==> src/hdl/spfc_params.svh <==
/*
 * Constants for the self-programming flash control block: register
 * field positions, reset values, table pointer bounds and cycle timing.
 * Assumes inclusion by the block's package and design modules.
 */
`ifndef SPFC_PARAMS_SVH
`define SPFC_PARAMS_SVH

// Control register fields
`define SPFC_BIT_MEM_SEL     7
`define SPFC_BIT_CFG_SEL     6
`define SPFC_BIT_ROW_ERASE   4
`define SPFC_BIT_WR_ERR      3
`define SPFC_BIT_WR_UNLOCK   2
`define SPFC_BIT_CYC_LAUNCH  1
`define SPFC_BIT_FETCH       0
`define SPFC_CTRL_WMASK      8'hd4
`define SPFC_CTRL_RESET      8'h00

// Table pointer and array geometry
`define SPFC_PTR_W           22
`define SPFC_HOLD_SEL_W      3
`define SPFC_HOLD_DEPTH      8
`define SPFC_ROW_LSB         6
`define SPFC_BLOCK_LSB       3
`define SPFC_PTR_STEP_W      21

// Programming timer, microseconds and derived cycles at 25 MHz
`define SPFC_CLK_MHZ         25
`define SPFC_PROG_TIME_US    2000
`define SPFC_PROG_CYCLES     (`SPFC_PROG_TIME_US * `SPFC_CLK_MHZ)
`define SPFC_UNLOCK_READ     8'h00
`define SPFC_NOP_WORD        16'h0000

`endif

==> src/hdl/spfc_pkg.sv <==
/*
 * Types for the self-programming flash control block.
 * Assumes the params header is on the include path.
 */
`include "spfc_params.svh"

package spfc_pkg;

    // Table pointer update variant of a table operation
    typedef enum logic [1:0] {
        SPFC_PTR_HOLD    = 2'b00,
        SPFC_PTR_POSTINC = 2'b01,
        SPFC_PTR_POSTDEC = 2'b10,
        SPFC_PTR_PREINC  = 2'b11
    } spfc_ptr_mode_e;

    // Sequencer states
    typedef enum logic [1:0] {
        SPFC_IDLE  = 2'b00,
        SPFC_WRITE = 2'b01,
        SPFC_ERASE = 2'b10,
        SPFC_DREAD = 2'b11
    } spfc_state_e;

    // One table operation request from the core
    typedef struct packed {
        logic           rd;
        logic           wr;
        spfc_ptr_mode_e mode;
    } spfc_tbl_req_s;

    // Command to the memory array
    typedef struct packed {
        logic        prog;
        logic        erase;
        logic        cfg;
        logic [21:0] addr;
    } spfc_array_cmd_s;

endpackage

==> src/hdl/spfc_hold_regs.sv <==
/*
 * Eight program holding registers written byte by byte from the table
 * data latch. Assumes one clock and an asynchronous active high reset.
 */
`timescale 1ns/1ps
`default_nettype none

module spfc_hold_regs
    import spfc_pkg::*;
#(
    parameter int DEPTH = `SPFC_HOLD_DEPTH,
    parameter int SEL_W = `SPFC_HOLD_SEL_W
) (
    input  wire logic               clock_i,
    input  wire logic               reset_i,
    input  wire logic               wr_i,
    input  wire logic [SEL_W-1:0]   sel_i,
    input  wire logic [7:0]         data_i,
    output logic      [DEPTH*8-1:0] block_o
);

    // One byte register per entry
    for (genvar g = 0; g < DEPTH; g++) begin : g_byte
        logic [7:0] hold_byte;
        wire        hit = wr_i && (sel_i == SEL_W'(g));
        always_ff @(posedge clock_i or posedge reset_i) begin
            if (reset_i) begin
                hold_byte <= 8'hff;
            end else if (hit) begin
                hold_byte <= data_i;
            end
        end
        assign block_o[g*8 +: 8] = hold_byte;
    end

endmodule

`default_nettype wire

==> src/hdl/spfc_top.sv <==
/*
 * Self-programming flash control: table data latch, table pointer,
 * holding registers, control register and self-timed write/erase
 * sequencer. Assumes the core issues table operations and control
 * register accesses as one-cycle strobes, and that the array answers
 * reads combinationally. Reset_i covers every device reset source.
 */
`timescale 1ns/1ps
`default_nettype none
`include "spfc_params.svh"

// Summary of operation
// - Read flash per byte, program eight-byte blocks, erase 64-byte rows
// - Whole-array erase requested by on-chip code is refused
// - Instruction fetch halts while a write or erase runs
// - Internal timer sets and ends each write and erase cycle
// - Words decoding to no valid instruction execute as no-operation
// - Wide program memory and byte RAM exchange single bytes via latch
// - Table write stores latch byte in holding register by pointer bits 2:0
// - Table transfers accept any byte address, no alignment needed
// - Unlock port stores nothing and reads as zero
// - With configuration select clear, memory select picks flash or data
// - Configuration select set steers accesses to configuration space
// - Row erase bit makes next launch erase row, cleared at completion
// - Cycle launch cannot be set while write unlock enable is clear
// - Clearing write unlock enable leaves a running cycle untouched
// - Reset during programming sets write error, keeps select bits
// - Launch bits are settable only; hardware clears them at completion
// - Fetch launch cannot be set while memory select is one
// - Data memory read completes in one cycle, then fetch launch clears
// - Completion sets done flag; software clears it
// - Table read uses all 22 pointer bits to pick the byte
// - Block write uses pointer bits 21:3, ignoring low three bits
// - Table operation holds, post-increments, post-decrements or pre-increments

module spfc_top
    import spfc_pkg::*;
#(
    parameter int PROG_CYCLES = `SPFC_PROG_CYCLES,
    parameter int PTR_W       = `SPFC_PTR_W
) (
    input  wire logic                clock_i,
    input  wire logic                reset_i,
    // Table operations from the core
    input  wire spfc_tbl_req_s       tbl_req_i,
    // Register writes from the core
    input  wire logic                ctrl_wr_i,
    input  wire logic                latch_wr_i,
    input  wire logic                ptr_wr_i,
    input  wire logic [7:0]          wdata_i,
    input  wire logic [PTR_W-1:0]    ptr_wdata_i,
    input  wire logic                done_flag_clr_i,
    input  wire logic                bulk_erase_req_i,
    // Instruction fetch path
    input  wire logic [15:0]         fetch_word_i,
    input  wire logic                fetch_word_valid_i,
    output logic      [15:0]         exec_word_o,
    output logic                     fetch_halt_o,
    // Array side
    input  wire logic [7:0]          array_rdata_i,
    input  wire logic [7:0]          nvm_data_rdata_i,
    output spfc_array_cmd_s          array_cmd_o,
    output logic      [63:0]         hold_block_o,
    output logic                     data_read_o,
    output logic      [PTR_W-1:0]    rd_addr_o,
    output logic                     rd_cfg_o,
    output logic                     rd_prog_o,
    // Register read back
    output logic      [7:0]          nvm_control_register_o,
    output logic      [7:0]          table_data_latch_o,
    output logic      [PTR_W-1:0]    table_pointer_o,
    output logic      [7:0]          unlock_port_o,
    output logic      [7:0]          nvm_data_register_o,
    output logic                     nvm_done_irq_flag_o,
    output logic                     bulk_erase_refused_o
);

    localparam int CNT_W = $clog2(PROG_CYCLES + 1);

    spfc_state_e      state;
    spfc_state_e      next_state;
    logic [CNT_W-1:0] timer;
    logic [CNT_W-1:0] next_timer;
    logic             memory_select_bit;
    logic             configuration_select_bit;
    logic             row_erase_bit;
    logic             write_error_flag;
    logic             write_unlock_enable_bit;
    logic             cycle_launch_bit;
    logic             fetch_launch_bit;
    logic [7:0]       table_data_latch;
    logic [PTR_W-1:0] table_pointer;
    logic [7:0]       nvm_data_register;
    logic             done_flag;
    logic             prog_busy;
    logic             busy_seen;
    logic             refused;
    logic [PTR_W-1:0] cmd_addr;
    logic             cmd_prog;
    logic             cmd_erase;

    // Pointer arithmetic on the low 21 bits only
    localparam int STEP_W = `SPFC_PTR_STEP_W;
    wire [STEP_W-1:0] ptr_low  = table_pointer[STEP_W-1:0];
    wire [STEP_W-1:0] ptr_inc  = ptr_low + STEP_W'(1);
    wire [STEP_W-1:0] ptr_dec  = ptr_low - STEP_W'(1);
    wire [PTR_W-1:0]  ptr_next_inc = {table_pointer[PTR_W-1:STEP_W], ptr_inc};
    wire [PTR_W-1:0]  ptr_next_dec = {table_pointer[PTR_W-1:STEP_W], ptr_dec};

    // Table operations are dropped while the array is busy
    wire tbl_rd = tbl_req_i.rd && !prog_busy;
    wire tbl_wr = tbl_req_i.wr && !prog_busy;
    wire tbl_any = tbl_rd || tbl_wr;
    wire pre_inc = (tbl_req_i.mode == SPFC_PTR_PREINC);

    // Effective byte address for this operation
    wire [PTR_W-1:0] op_addr = pre_inc ? ptr_next_inc
                                       : table_pointer;

    // Pointer update after the operation
    wire [PTR_W-1:0] next_ptr =
        (tbl_req_i.mode == SPFC_PTR_POSTINC) ? ptr_next_inc :
        (tbl_req_i.mode == SPFC_PTR_POSTDEC) ? ptr_next_dec :
        (tbl_req_i.mode == SPFC_PTR_PREINC)  ? ptr_next_inc :
                                               table_pointer;

    // Table read addressing, all pointer bits
    assign rd_addr_o = op_addr;
    assign rd_cfg_o  = configuration_select_bit;
    assign rd_prog_o = tbl_rd && !configuration_select_bit
                       && memory_select_bit;

    // Control register decode
    wire ctrl_set_launch = ctrl_wr_i && wdata_i[`SPFC_BIT_CYC_LAUNCH];
    wire launch_ok = ctrl_set_launch && write_unlock_enable_bit
                     && (state == SPFC_IDLE);
    wire ctrl_set_fetch = ctrl_wr_i && wdata_i[`SPFC_BIT_FETCH]
                          && !wdata_i[`SPFC_BIT_MEM_SEL] && !launch_ok
                          && (state == SPFC_IDLE);
    wire launch_erase = row_erase_bit;

    // Timer end condition
    wire timer_done = (timer == CNT_W'(1));

    // Next state and timer of the sequencer
    always_comb begin
        next_state = state;
        next_timer = timer;
        case (state)
            SPFC_IDLE: begin
                if (launch_ok) begin
                    next_state = launch_erase ? SPFC_ERASE : SPFC_WRITE;
                    next_timer = CNT_W'(PROG_CYCLES);
                end else if (ctrl_set_fetch) begin
                    next_state = SPFC_DREAD;
                end
            end
            SPFC_WRITE, SPFC_ERASE: begin
                if (timer_done) begin
                    next_state = SPFC_IDLE;
                end
                next_timer = timer - CNT_W'(1);
            end
            default: begin
                next_state = SPFC_IDLE;
            end
        endcase
    end

    // Sequencer state update
    always_ff @(posedge clock_i or posedge reset_i) begin
        if (reset_i) begin
            state <= SPFC_IDLE;
            timer <= '0;
        end else begin
            state <= next_state;
            timer <= next_timer;
        end
    end

    assign prog_busy    = (state == SPFC_WRITE) || (state == SPFC_ERASE);
    assign fetch_halt_o = prog_busy;
    wire   prog_end     = prog_busy && timer_done;

    // Select bits keep their value through reset, for error tracing
    always_ff @(posedge clock_i) begin
        if (!reset_i && ctrl_wr_i) begin
            memory_select_bit        <= wdata_i[`SPFC_BIT_MEM_SEL];
            configuration_select_bit <= wdata_i[`SPFC_BIT_CFG_SEL];
        end
    end

    // Write unlock enable, writable while a cycle runs
    always_ff @(posedge clock_i or posedge reset_i) begin
        if (reset_i) begin
            write_unlock_enable_bit <= 1'b0;
        end else if (ctrl_wr_i) begin
            write_unlock_enable_bit <= wdata_i[`SPFC_BIT_WR_UNLOCK];
        end
    end

    // Row erase select: frozen while busy, cleared by the erase end
    always_ff @(posedge clock_i or posedge reset_i) begin
        if (reset_i) begin
            row_erase_bit <= 1'b0;
        end else if (prog_end && state == SPFC_ERASE) begin
            row_erase_bit <= 1'b0;
        end else if (ctrl_wr_i && !prog_busy) begin
            row_erase_bit <= wdata_i[`SPFC_BIT_ROW_ERASE];
        end
    end

    // Cycle launch: settable only, cleared by the timer
    always_ff @(posedge clock_i or posedge reset_i) begin
        if (reset_i) begin
            cycle_launch_bit <= 1'b0;
        end else if (launch_ok) begin
            cycle_launch_bit <= 1'b1;
        end else if (prog_end) begin
            cycle_launch_bit <= 1'b0;
        end
    end

    // Fetch launch: settable only, cleared after the one-cycle read
    always_ff @(posedge clock_i or posedge reset_i) begin
        if (reset_i) begin
            fetch_launch_bit <= 1'b0;
        end else if (ctrl_set_fetch) begin
            fetch_launch_bit <= 1'b1;
        end else if (state == SPFC_DREAD) begin
            fetch_launch_bit <= 1'b0;
        end
    end

    // Busy state as seen at the last edge before a reset
    always_ff @(posedge clock_i) begin
        if (!reset_i) begin
            busy_seen <= prog_busy;
        end
    end

    // Write error: no reset; set when a reset cuts a running cycle
    always_ff @(posedge clock_i) begin
        if (reset_i && busy_seen) begin
            write_error_flag <= 1'b1;
        end else if (ctrl_wr_i && !wdata_i[`SPFC_BIT_WR_ERR]) begin
            write_error_flag <= 1'b0;
        end
    end

    // Done flag: completion set wins over software clear
    always_ff @(posedge clock_i or posedge reset_i) begin
        if (reset_i) begin
            done_flag <= 1'b0;
        end else if (prog_end) begin
            done_flag <= 1'b1;
        end else if (done_flag_clr_i) begin
            done_flag <= 1'b0;
        end
    end

    // Table latch, pointer and data register
    always_ff @(posedge clock_i or posedge reset_i) begin
        if (reset_i) begin
            table_data_latch  <= 8'h00;
            table_pointer     <= '0;
            nvm_data_register <= 8'h00;
        end else begin
            if (tbl_rd) begin
                table_data_latch <= array_rdata_i;
            end else if (latch_wr_i) begin
                table_data_latch <= wdata_i;
            end
            if (tbl_any) begin
                table_pointer <= next_ptr;
            end else if (ptr_wr_i) begin
                table_pointer <= ptr_wdata_i;
            end
            if (state == SPFC_DREAD) begin
                nvm_data_register <= nvm_data_rdata_i;
            end
        end
    end

    // Holding registers fed from the latch
    spfc_hold_regs #(
        .DEPTH (`SPFC_HOLD_DEPTH),
        .SEL_W (`SPFC_HOLD_SEL_W)
    ) spfc_hold_regs_i (
        .clock_i (clock_i),
        .reset_i (reset_i),
        .wr_i    (tbl_wr),
        .sel_i   (op_addr[`SPFC_HOLD_SEL_W-1:0]),
        .data_i  (table_data_latch),
        .block_o (hold_block_o)
    );

    // Array command: block or row aligned address
    assign cmd_prog  = (state == SPFC_WRITE);
    assign cmd_erase = (state == SPFC_ERASE);
    assign cmd_addr  = cmd_erase
        ? {table_pointer[PTR_W-1:`SPFC_ROW_LSB], `SPFC_ROW_LSB'(0)}
        : {table_pointer[PTR_W-1:`SPFC_BLOCK_LSB],
           `SPFC_BLOCK_LSB'(0)};
    assign array_cmd_o = '{prog: cmd_prog, erase: cmd_erase,
                           cfg: configuration_select_bit,
                           addr: cmd_addr};
    assign data_read_o = (state == SPFC_DREAD);

    // Bulk erase from on-chip code never starts
    always_ff @(posedge clock_i or posedge reset_i) begin
        if (reset_i) begin
            refused <= 1'b0;
        end else begin
            refused <= bulk_erase_req_i;
        end
    end
    assign bulk_erase_refused_o = refused;

    // Invalid instruction words are replaced by no-operation
    assign exec_word_o = fetch_word_valid_i ? fetch_word_i
                                            : `SPFC_NOP_WORD;

    // Register read back
    assign nvm_control_register_o = {memory_select_bit,
                                     configuration_select_bit, 1'b0,
                                     row_erase_bit, write_error_flag,
                                     write_unlock_enable_bit,
                                     cycle_launch_bit, fetch_launch_bit};
    assign table_data_latch_o  = table_data_latch;
    assign table_pointer_o     = table_pointer;
    assign unlock_port_o       = `SPFC_UNLOCK_READ;
    assign nvm_data_register_o = nvm_data_register;
    assign nvm_done_irq_flag_o = done_flag;

endmodule

`default_nettype wire

==> config.mk <==
export PLATFORM = sky130hd
export DESIGN_NAME = spfc_top
export DESIGN_NICKNAME = d
export VERILOG_FILES = /design/src/hdl/spfc_pkg.sv /design/src/hdl/spfc_hold_regs.sv /design/src/hdl/spfc_top.sv
export VERILOG_INCLUDE_DIRS = /design/src /design/src/hdl
export SDC_FILE = /design/constraint.sdc
export NUM_CORES = 1
export LEC_CHECK = 0
export BUFFER_PORTS_ARGS = -buffer_cell sky130_fd_sc_hd__buf_2
export CORE_ASPECT_RATIO = 1.4
export CORE_UTILIZATION = 50
export DETAILED_ROUTE_END_ITERATION = 16
export PLACE_DENSITY = 0.89
export RECOVER_POWER = 25
export SKIP_LAST_GASP = 1
export SYNTH_ARGS = -nofsm -noshare
export SYNTH_HDL_FRONTEND = slang
export SYNTH_SLANG_ARGS = --single-unit
export TNS_END_PERCENT = 20
==> constraint.sdc <==
create_clock -name clock_i -period 4.9 [get_ports clock_i]
set_input_delay 0.245 -clock clock_i [delete_from_list [all_inputs] [get_ports clock_i]]
set_output_delay 0.245 -clock clock_i [all_outputs]
set_load 0.01 [all_outputs]
==> results of run 1 <==
-- area by class of cell --
class	instances	area share, %
inverters	15	0.678
clock inverters	14	2.02
well taps	182	2.62
repair buffers	252	14.4
flip-flops and latches	130	38.5
multi-input cells	458	36.9
clock buffers	18	4.95
-- how the worst max path moves through the flow --
stage / start / endpoint / slack [ns] / depth (start not counted)
finish: state[0]$_DFFE_PP0P_ / table_pointer_o[9]$_DFFE_PP0P_ / 1.91 / 6
global route: state[0]$_DFFE_PP0P_ / table_pointer_o[15]$_DFFE_PP0P_ / 1.73 / 6
CTS: table_pointer_o[0]$_DFFE_PP0P_ / rd_addr_o[20] / 1.93 / 8
detailed placement: state[0]$_DFFE_PP0P_ / table_pointer_o[5]$_DFFE_PP0P_ / 2.00 / 6
global placement: state[0]$_DFFE_PP0P_ / table_pointer_o[15]$_DFFE_PP0P_ / 2.08 / 6
floorplan: reset_i / bulk_erase_refused_o$_DFF_PP0_ / 1.38 / 1
-- state kept, by name, indices dropped and copies added, names as in the netlist --
register / count
write_unlock_enable_bit: 1
nvm_done_irq_flag_o: 1
memory_select_bit: 1
fetch_launch_bit: 1
timer: 16
cycle_launch_bit: 1
table_pointer_o: 22
nvm_data_register_o: 8
rd_cfg_o: 1
spfc_hold_regs_i.g_byte.hold_byte: 64
launch_erase: 1
state: 2
bulk_erase_refused_o: 1
busy_seen: 1
table_data_latch_o: 8
write_error_flag: 1
-- layout by cell type (no fill, tap or decap), types with 10 or more instances in the layout --
master     count
nand3_1       23
inv_1         14
nor3_1        15
buf_2        226
clkbuf_16     17
nand2_1       52
clkbuf_1      23
nor2_1        45
dfstp_2       64
a21oi_1       18
o21ai_0       29
nor4_1        10
mux2i_1       14
conb_1        12
mux2_2        74
nand4_1       11
dfrtp_1       62
xor2_1        11
and2_0        11
xnor2_1       21
-- metal layers --
layer  GRT usage [%]  vias to the layer above  part of all wire [%]
met3            5.84                       48                   7.1
met4            11.4                        2                   3.0
met2            48.6                      307                    54
li1                -                     2726                     -
met1            30.0                     2886                    36
met5               0                        -                 0.067
-- power by group through the flow --
stage                     logic (W)  registers, W  clock network (W)
after floorplan             0.00162       0.00228                  0
after global placement      0.00238       0.00232                  0
after detailed placement    0.00247       0.00235                  0
after CTS                   0.00249       0.00234            0.00132
after global routing        0.00270       0.00242            0.00137
final                       0.00247       0.00235            0.00130
-- cell usage after synthesis (4+ instances only) --
library cell,number,area share (%)
clkbuf_1,29,1.6
mux2i_1,14,2.0
a21oi_1,18,1.3
mux2_2,74,12
ha_1,8,1.4
and2_1,20,1.8
and3_1,6,0.54
nand2_1,52,2.8
xor2_1,11,1.4
nand2b_1,7,0.63
dfstp_2,64,24
nor2b_1,9,0.80
inv_1,15,0.80
o21ai_0,29,2.1
xnor2_1,21,2.6
nor4_1,10,0.89
o22ai_1,5,0.45
buf_4,39,4.2
nor2_1,45,2.4
dfrtp_1,62,22
a211oi_1,4,0.43
or3_1,8,0.72
a31oi_1,4,0.36
nor3_1,15,1.1
nand3_1,23,1.6
buf_1,4,0.21
nand4_1,11,0.98
-- repair_timing --
item,CTS,global route
resized for setup,0,0
endpoints found under the hold margin,1,0
hold buffers,1,0
buffers inserted,0,0
-- metrics by stage --
step / power, W / cell area, um2 / util, % / worst slack (ns)
4_1_cts: 0.00614 / 8710 / 64.4 / 1.93
6_report: 0.00612 / 8680 / 64.2 / 1.91
3_3_place_gp: 0.00470 / 8090 / 59.9 / 2.08
3_5_place_dp: 0.00482 / 8090 / 59.9 / 2.00
5_1_grt: 0.00650 / 8680 / 64.2 / 1.73
2_1_floorplan: 0.00390 / 7040 / - / 1.38
-- cells by family (layout without fill, tap and decap cells) --
logic type,count (synthesis),after routing,share of synthesized area (%)
XOR/XNOR,33,33,4.24
AO/OA/AOI/OAI,91,91,8.59
buffers and inverters,90,299,7.07
other,1,12,0.0536
AND/OR/NAND/NOR,226,226,16.9
adder cells (fa/ha/maj),8,8,1.43
flip-flops,130,130,47.8
multiplexers,88,88,13.9
==> results.yml, run 1 <==
outcome:
  outcome: "finished, final reports clean"
synth:
  ys_ff_latch: 130
  synthCells: 667
  synth_edf_count: 3
  ys.flop_type: "dfstp_2"
  avgSynthCellArea_um2: 10.5
  synthDistinctLibCells: 65
  syn_area_um2: 6990
  seq_area_frac_synth_pct: 47.8
  yosys_warnings: 0
  ys_async_sr_fraction_pct: 96.9
pwr:
  p_clk_share_pct: 21.2
  swShare_pct: 40.3
  comb_power_share_pct: 40.3
  cellPowerDensity_nw_per_um2: 705
  p_int_w: 0.00366
  seq_power_share_pct: 38.4
  leakage_nw: 3.92
  vdd_drop_max_mv: 0.379
  power.net_switching_w: 0.00246
worst_setup_path:
  cp_cell_sequence: "inv_1 -> ha_1 -> inv_1 -> o21ai_1 -> nand2_1 -> o221a_2"
  cpMostUsedCell: "inv_1"
  crit_required_ns: 5.19
  cp-end-kind: "register"
  r2r_start: "state[0]$_DFFE_PP0P_"
  r2r_cells: 6
  cp_slowest_cell: "o21ai_1"
  r2r_end: "table_pointer_o[9]$_DFFE_PP0P_"
  path_buf_inv: 2
  cp_top_family: "compound AO/OA/AOI/OAI gates"
  critPathLaunchType: "register"
  path_max_fanout: 17
  r2r_slack_ns: 1.91
  max_stage_delay_ns: 0.69
  worstSetupPathType: "register to register"
  cp_data_arrival_time_ns: 3.27
detailed_routing:
  drtIter0Drc: 278
  vias_per_cell: 5.58
  drc: 0
  wl_per_cell_um: 18.1
  antenna_left: 0
  wl_um: 19300
  drtPass1Iterations: 5
  route.vias.total: 5969
hold_path:
  hold_class: "input port to register"
  min_to: "nvm_done_irq_flag_o$_DFFE_PP0P_"
  hold_depth: 2
  hp-start: "done_flag_clr_i"
timing:
  fin_crit_sh_pct: 61.0
  grt_setup_unrepaired: "false"
  min_period_ns: 2.99
  fin_skew_ns: 0.00916
  relSlewSlack_pct: 16.4
  whs_ns: 0.0320
  finalSetupTns_ns: 0
  fmax_mhz: 335
  drv_slew: 0
  worst_pin_slew_ns: 1.25
  hold_violations: 0
  finalSetupViolCount: 0
final_layout:
  final_cells: 1069
  num-nets-final: 956
  fillers: 1082
  antenna_cells: 0
  regArea_um2: 3340
  drive_above_1_share_pct: 46.8
  multi_input_area_um2: 3200
  syn_to_final_growth_pct: 24.1
floorplan:
  initial_utilization_pct: 51.8
  die_y_um: 142
  num_rows: 50
  core_area_um2: 13500
  die_x_um: 102
  fp.dieArea_um2: 14500
  num_io_pins: 261
flow_run:
  max_cap_violations: 0
place:
  io_buffers: 248
  post-place-cells: 1036
  dp_hpwl_um: 14300
  place.gp.congestion: 0.980
clocking:
  cts_num_sinks: 130
  cts_tree: "built"
  clk_path_buf_depth: 2
  clockRootBuffer: "clkbuf_16"
  clk-insertion-delay-late_ns: 0.41
  cts.clk_slew.worst_paths_ns: 0.06
  cts_max_level: 4
  cts-buffers-inserted: 17
global_route:
  grt_max_degree: 74
  grt_pass1_vias: 5695
  overflow: 0
  grtUsageTotal_pct: 26.9
  antenna_found_initial: 1
  grt_pass1_wl_um: 29700
No activity file was read; power rests on OpenSTA's default activity.
==> run 2, diff against run 1 <==
CORE_UTILIZATION = 45   (was 50)
PLACE_DENSITY = 0.85   (was 0.89)
clock period = 2.39 ns   (was 4.9 ns; I/O delays follow)
==> run 2 against run 1 <==
Clock-buffer cell count stayed put. Sequential share of layout area is 2.9 points lower. Non-clock buffer count is 73 higher. Routed wire length is 7.3% higher. Critical endpoint is now table_pointer_o[20]$_DFFE_PP0P_. Largest cell class unchanged. Clock skew is 0.0025 ns higher. Global-route usage is 0.69 points lower. Flip-flop and latch count stayed put. Die area is 11% higher. Utilization is 2.2 points lower. Clock power is 81% higher. Critical path depth stayed put.
==> results.yml, run 2 (synthesis gave the netlist of run 1 again) <==
timing:
  drv_slew: 0
  min_period_ns: 2.37
  relSlewSlack_pct: 10.4
  worst_pin_slew_ns: 1.34
  fmax_mhz: 422
  finalSetupTns_ns: 0
  finalSetupViolCount: 0
  fin_crit_sh_pct: 99.0
  hold_violations: 0
  whs_ns: 0.0136
  fin_skew_ns: 0.0117
  grt_setup_unrepaired: "true"
clocking:
  cts_tree: "built"
  cts.clk_slew.worst_paths_ns: 0.07
  post-cts-setup-buffers: 0
  clk-insertion-delay-late_ns: 0.41
  cts_num_sinks: 130
  clk_path_buf_depth: 2
  cts_max_level: 4
  clockRootBuffer: "clkbuf_16"
  cts-buffers-inserted: 17
pwr:
  cellPowerDensity_nw_per_um2: 1370
  p_clk_share_pct: 18.3
  comb_power_share_pct: 46.4
  leakage_nw: 4.29
  power.net_switching_w: 0.00524
  p_int_w: 0.00758
  swShare_pct: 40.8
  seq_power_share_pct: 35.3
  vdd_drop_max_mv: 0.670
worst_setup_path:
  r2r_cells: 6
  cp-end-kind: "register"
  crit_required_ns: 2.68
  critPathLaunchType: "register"
  cp_data_arrival_time_ns: 2.66
  r2r_end: "table_pointer_o[20]$_DFFE_PP0P_"
  r2r_slack_ns: 0.02
  r2r_start: "table_pointer_o[11]$_DFFE_PP0P_"
  worstSetupPathType: "register to register"
  path_max_fanout: 3
detailed_routing:
  vias_per_cell: 5.52
  drtIter0Drc: 402
  wl_um: 20700
  drc: 0
  antenna_left: 0
  route.vias.total: 6355
  wl_per_cell_um: 18.0
  drtPass1Iterations: 5
global_route:
  grt_pass1_wl_um: 32200
  overflow: 0
  grtUsageTotal_pct: 26.2
  antenna_found_initial: 0
  grt_pass1_vias: 6314
  grt_max_degree: 59
flow_run:
  max_cap_violations: 0
final_layout:
  largest_register: "spfc_hold_regs_i.g_byte.hold_byte"
  final_cells: 1152
  antenna_cells: 0
  final_cell_area_um2: 9380
  layout_commonest_cell: "buf_2"
  syn_to_final_growth_pct: 34.2
  post-route-util_pct: 62.1
  num-nets-final: 1029
  drive_above_1_share_pct: 50.3
  largest_reg_flops: 64
  fillers: 1189
  layout_common_cells: "239 x buf_2, 74 x mux2_2, 64 x dfstp_2, 62 x dfrtp_1, 49 x nand2_1"
floorplan:
  fp.dieArea_um2: 16100
  num_io_pins: 261
  num_rows: 53
  die_x_um: 107
  core_area_um2: 15100
  die_y_um: 150
  initial_utilization_pct: 46.3
place:
  place_area_um2: 8430
  io_buffers: 248
  dp_hpwl_um: 15000
  place.gp.congestion: 0.946
  post-place-cells: 1084
hold_path:
  hp-start: "ptr_wdata_i[5]"
  min_to: "table_pointer_o[5]$_DFFE_PP0P_"
  hold_class: "input port to register"
  hold_depth: 2
outcome:
  outcome: "finished, final reports clean"
[run 2: power by group through the flow]
| stage | Clock (W) | Combinational (W) | Sequential, W |
|---|---|---|---|
| after floorplan | 0 | 0.00332 | 0.00468 |
| after global placement | 0 | 0.00560 | 0.00448 |
| after detailed placement | 0 | 0.00575 | 0.00453 |
| after CTS | 0.00240 | 0.00589 | 0.00451 |
| after global routing | 0.00249 | 0.00643 | 0.00467 |
| final | 0.00235 | 0.00594 | 0.00453 |
[run 2: area by class of cell]
cell class	instances	area, um2	area share, %
Multi-Input combinational cell	458	3300	35.2
Clock buffer	18	429	4.57
Timing Repair Buffer	325	1910	20.3
Inverter	15	57.6	0.613
Clock inverter	14	103	1.09
Sequential cell	130	3340	35.6
Tap cell	192	240	2.56
[run 2: timing repair]
action | in CTS | in global routing
gates cloned | 0 | 0
pin swaps | 0 | 4
endpoints found under the setup margin | 7 | 47
hold endpoints to repair | 46 | 0
hold buffers | 36 | 0
resized for setup | 8 | 17
[run 2: metrics by stage]
step,setup slack (ns),total power (W)
final,0.0229,0.0128
after global routing,-0.0700,0.0136
after CTS,-0.00228,0.0128
after detailed placement,0.0529,0.0103
after global placement,0.0977,0.0101
after floorplan,-0.119,0.00800
[run 2: worst max-delay path: stages, from the launching register on]
cell and delay (ns):
dfrtp_1 0.38, or4_4 0.55, or3_4 0.35, or3_4 0.36, o32ai_1 0.32, mux2i_1 0.23, nor2_1 0.06
[run 2: worst max-delay path by stage]
stage / startpoint / end / slack [ns] / cells after the start
final: table_pointer_o[11]$_DFFE_PP0P_ / table_pointer_o[20]$_DFFE_PP0P_ / 0.02 / 6
after global routing: table_pointer_o[11]$_DFFE_PP0P_ / table_pointer_o[20]$_DFFE_PP0P_ / -0.07 / 6
after CTS: table_pointer_o[0]$_DFFE_PP0P_ / rd_addr_o[13] / -0.002 / 7
after detailed placement: table_pointer_o[1]$_DFFE_PP0P_ / table_pointer_o[14]$_DFFE_PP0P_ / 0.05 / 8
after global placement: table_pointer_o[0]$_DFFE_PP0P_ / table_pointer_o[14]$_DFFE_PP0P_ / 0.1 / 8
after floorplan: table_pointer_o[0]$_DFFE_PP0P_ / spfc_hold_regs_i.g_byte[4].hold_byte[0]$_DFFE_PP1P_ / -0.12 / 8
[run 2: metal layers]
layer  GRT usage (%)  up-vias  wire length [um]
met1            29.2     3051              7510
met2            46.8      356             10800
li1                -     2873                 -
met3            5.71       75              1570
met4            13.2        0               836
met5               0        -                 0
==> run 3, diff against run 2 <==
==> constraint.sdc (replaced) <==
create_clock -name clock_i -period 2.39 [get_ports clock_i]
set_input_delay 0.3585 -clock clock_i [delete_from_list [all_inputs] [get_ports clock_i]]
set_output_delay 0.3585 -clock clock_i [all_outputs]
set_load 0.01 [all_outputs]
==> run 3 against run 2 <==
Power grew 3.8%. Cell area shrank 0.35%. Worst setup slack lost 0.018 ns. Sequential share of layout area grew 0.15 points. Non-clock buffer count shrank 16. Fmax shrank 0.75%. Routed wire length shrank 1.3%. Clock power grew 14%. First-iteration DRC count shrank 15%. Global-route usage shrank 0.92 points. Hold slack gained 0.050 ns. Largest power group unchanged.
==> results.yml, run 3 (synthesis gave the netlist of run 1 again) <==
outcome:
  outcome: "finished, final reports clean"
clocking:
  clockRootBuffer: "clkbuf_16"
  cts.clk_slew.worst_paths_ns: 0.06
  clk-insertion-delay-late_ns: 0.41
  cts_tree: "built"
  clk_path_buf_depth: 2
  cts-buffers-inserted: 17
  cts_max_level: 4
  cts_num_sinks: 130
floorplan:
  die_y_um: 150
  num_rows: 53
  num_io_pins: 261
  core_area_um2: 15100
  initial_utilization_pct: 46.3
  die_x_um: 107
  fp.dieArea_um2: 16100
global_route:
  overflow: 0
  grtUsageTotal_pct: 25.3
  antenna_found_initial: 0
  grt_max_degree: 64
  grt_pass1_vias: 6009
  grt_pass1_wl_um: 31000
hold_path:
  hold_depth: 1
  hold_class: "input port to register"
  min_to: "bulk_erase_refused_o$_DFF_PP0_"
  hp-start: "bulk_erase_req_i"
final_layout:
  syn_to_final_growth_pct: 33.7
  regArea_um2: 3350
  antenna_cells: 0
  fillers: 1168
  drive_above_1_share_pct: 54.6
  multi_input_area_um2: 3360
  num-nets-final: 1013
  layout_commonest_cell: "buf_2"
  layout_common_cells: "243 x buf_2, 74 x mux2_2, 64 x dfstp_2, 60 x dfrtp_1, 52 x buf_4"
  largest_reg_flops: 64
  largest_register: "spfc_hold_regs_i.g_byte.hold_byte"
flow_run:
  max_cap_violations: 0
detailed_routing:
  wl_met3_um: 1410
  vias_per_cell: 5.52
  drtIter0Drc: 342
  wl_per_cell_um: 18.0
  route.vias.total: 6268
  drtPass1Iterations: 5
  drc: 0
  wl_met2_um: 10900
  top_layer_used: "met4"
  wl_met1_um: 7530
  antenna_left: 0
  wl_um: 20500
timing:
  whs_ns: 0.0640
  min_period_ns: 2.39
  hold_violations: 0
  fmax_mhz: 419
  fin_crit_sh_pct: 99.8
  finalSetupTns_ns: 0
  drv_slew: 0
  relSlewSlack_pct: 46.6
  finalSetupViolCount: 0
  grt_setup_unrepaired: "true"
  worst_pin_slew_ns: 0.801
  fin_skew_ns: 0.0118
pwr:
  cellPowerDensity_nw_per_um2: 1420
  vdd_drop_max_mv: 0.774
  leakage_nw: 4.33
worst_setup_path:
  cp-end-kind: "output port"
  r2r_end: "table_pointer_o[14]$_DFFE_PP0P_"
  path_max_fanout: 4
  r2r_start: "table_pointer_o[1]$_DFFE_PP0P_"
  r2r_slack_ns: 0.07
  cp_data_arrival_time_ns: 2.03
  r2r_cells: 8
  critPathLaunchType: "register"
  crit_required_ns: 2.03
  worstSetupPathType: "register to output port"
place:
  dp_hpwl_um: 15200
  io_buffers: 248
  place.gp.congestion: 0.982
==> run 3: stage by stage <==
| step | power, W | setup WS, ns | cell area (um2) | util (%) | cells |
|---|---|---|---|---|---|
| final | 0.0133 | 0.00491 | 9350 | 61.9 | 1136 |
| after global routing | 0.0141 | -0.0838 | 9350 | 61.9 | 1136 |
| after CTS | 0.0132 | -0.0113 | 9230 | 61.0 | 1132 |
| after detailed placement | 0.0104 | 0.0273 | 8500 | 56.2 | 1094 |
| after global placement | 0.0101 | 0.0930 | 8500 | 56.2 | 1094 |
| after floorplan | 0.00800 | -0.338 | 7040 | - | 678 |
==> run 3: how the worst max path moves through the flow <==
| stage | from | end | slack (ns) | cells after the start |
|---|---|---|---|---|
| after floorplan | reset_i | busy_seen$_DFFE_PN_ | -0.34 | 1 |
| after CTS | table_pointer_o[1]$_DFFE_PP0P_ | table_pointer_o[14]$_DFFE_PP0P_ | -0.01 | 8 |
| after detailed placement | table_pointer_o[1]$_DFFE_PP0P_ | table_pointer_o[14]$_DFFE_PP0P_ | 0.03 | 8 |
| final | table_pointer_o[1]$_DFFE_PP0P_ | rd_addr_o[18] | 0.005 | 8 |
| after global placement | table_pointer_o[1]$_DFFE_PP0P_ | table_pointer_o[14]$_DFFE_PP0P_ | 0.09 | 8 |
| after global routing | table_pointer_o[1]$_DFFE_PP0P_ | rd_addr_o[10] | -0.08 | 9 |
==> run 3: layout make-up <==
| class | count | share of cell area (%) |
|---|---|---|
| clock buffer | 20 | 5.23 |
| clock inverter | 12 | 1.40 |
| inverter | 15 | 0.615 |
| multi-input combinational | 458 | 35.9 |
| sequential | 130 | 35.8 |
| tap | 192 | 2.57 |
| timing repair buffer | 309 | 18.5 |
==> run 3: worst max-delay path: stages, from the launching register on <==
cell and delay (ns):
dfrtp_1 0.36, buf_6 0.12, ha_4 0.16, nand3_4 0.09
nor2_4 0.12, and4_4 0.27, nand2_1 0.07, mux2_2 0.30
buf_2 0.15
==> run 3: layer usage <==
layer  track usage, %  vias up
met3             4.75       51
met2             46.2      328
met5                0        -
met4             10.9        0
li1                 -     2828
met1             28.5     3061
==> run 3: where the power goes <==
part / total (W) / internal, W / switching, W
Clock: 0.00268 / 0.00163 / 0.00106
Sequential: 0.00453 / 0.00357 / 0.000956
Combinational: 0.00609 / 0.00276 / 0.00333
==> run 3: timing repair <==
| item | in CTS | in global routing |
|---|---|---|
| resized for setup | 16 | 25 |
| hold buffers | 1 | 0 |
| endpoints found under the setup margin | 13 | 28 |
| pin swaps | 3 | 7 |
| hold endpoints to repair | 10 | 0 |
| setup buffers | 5 | 4 |
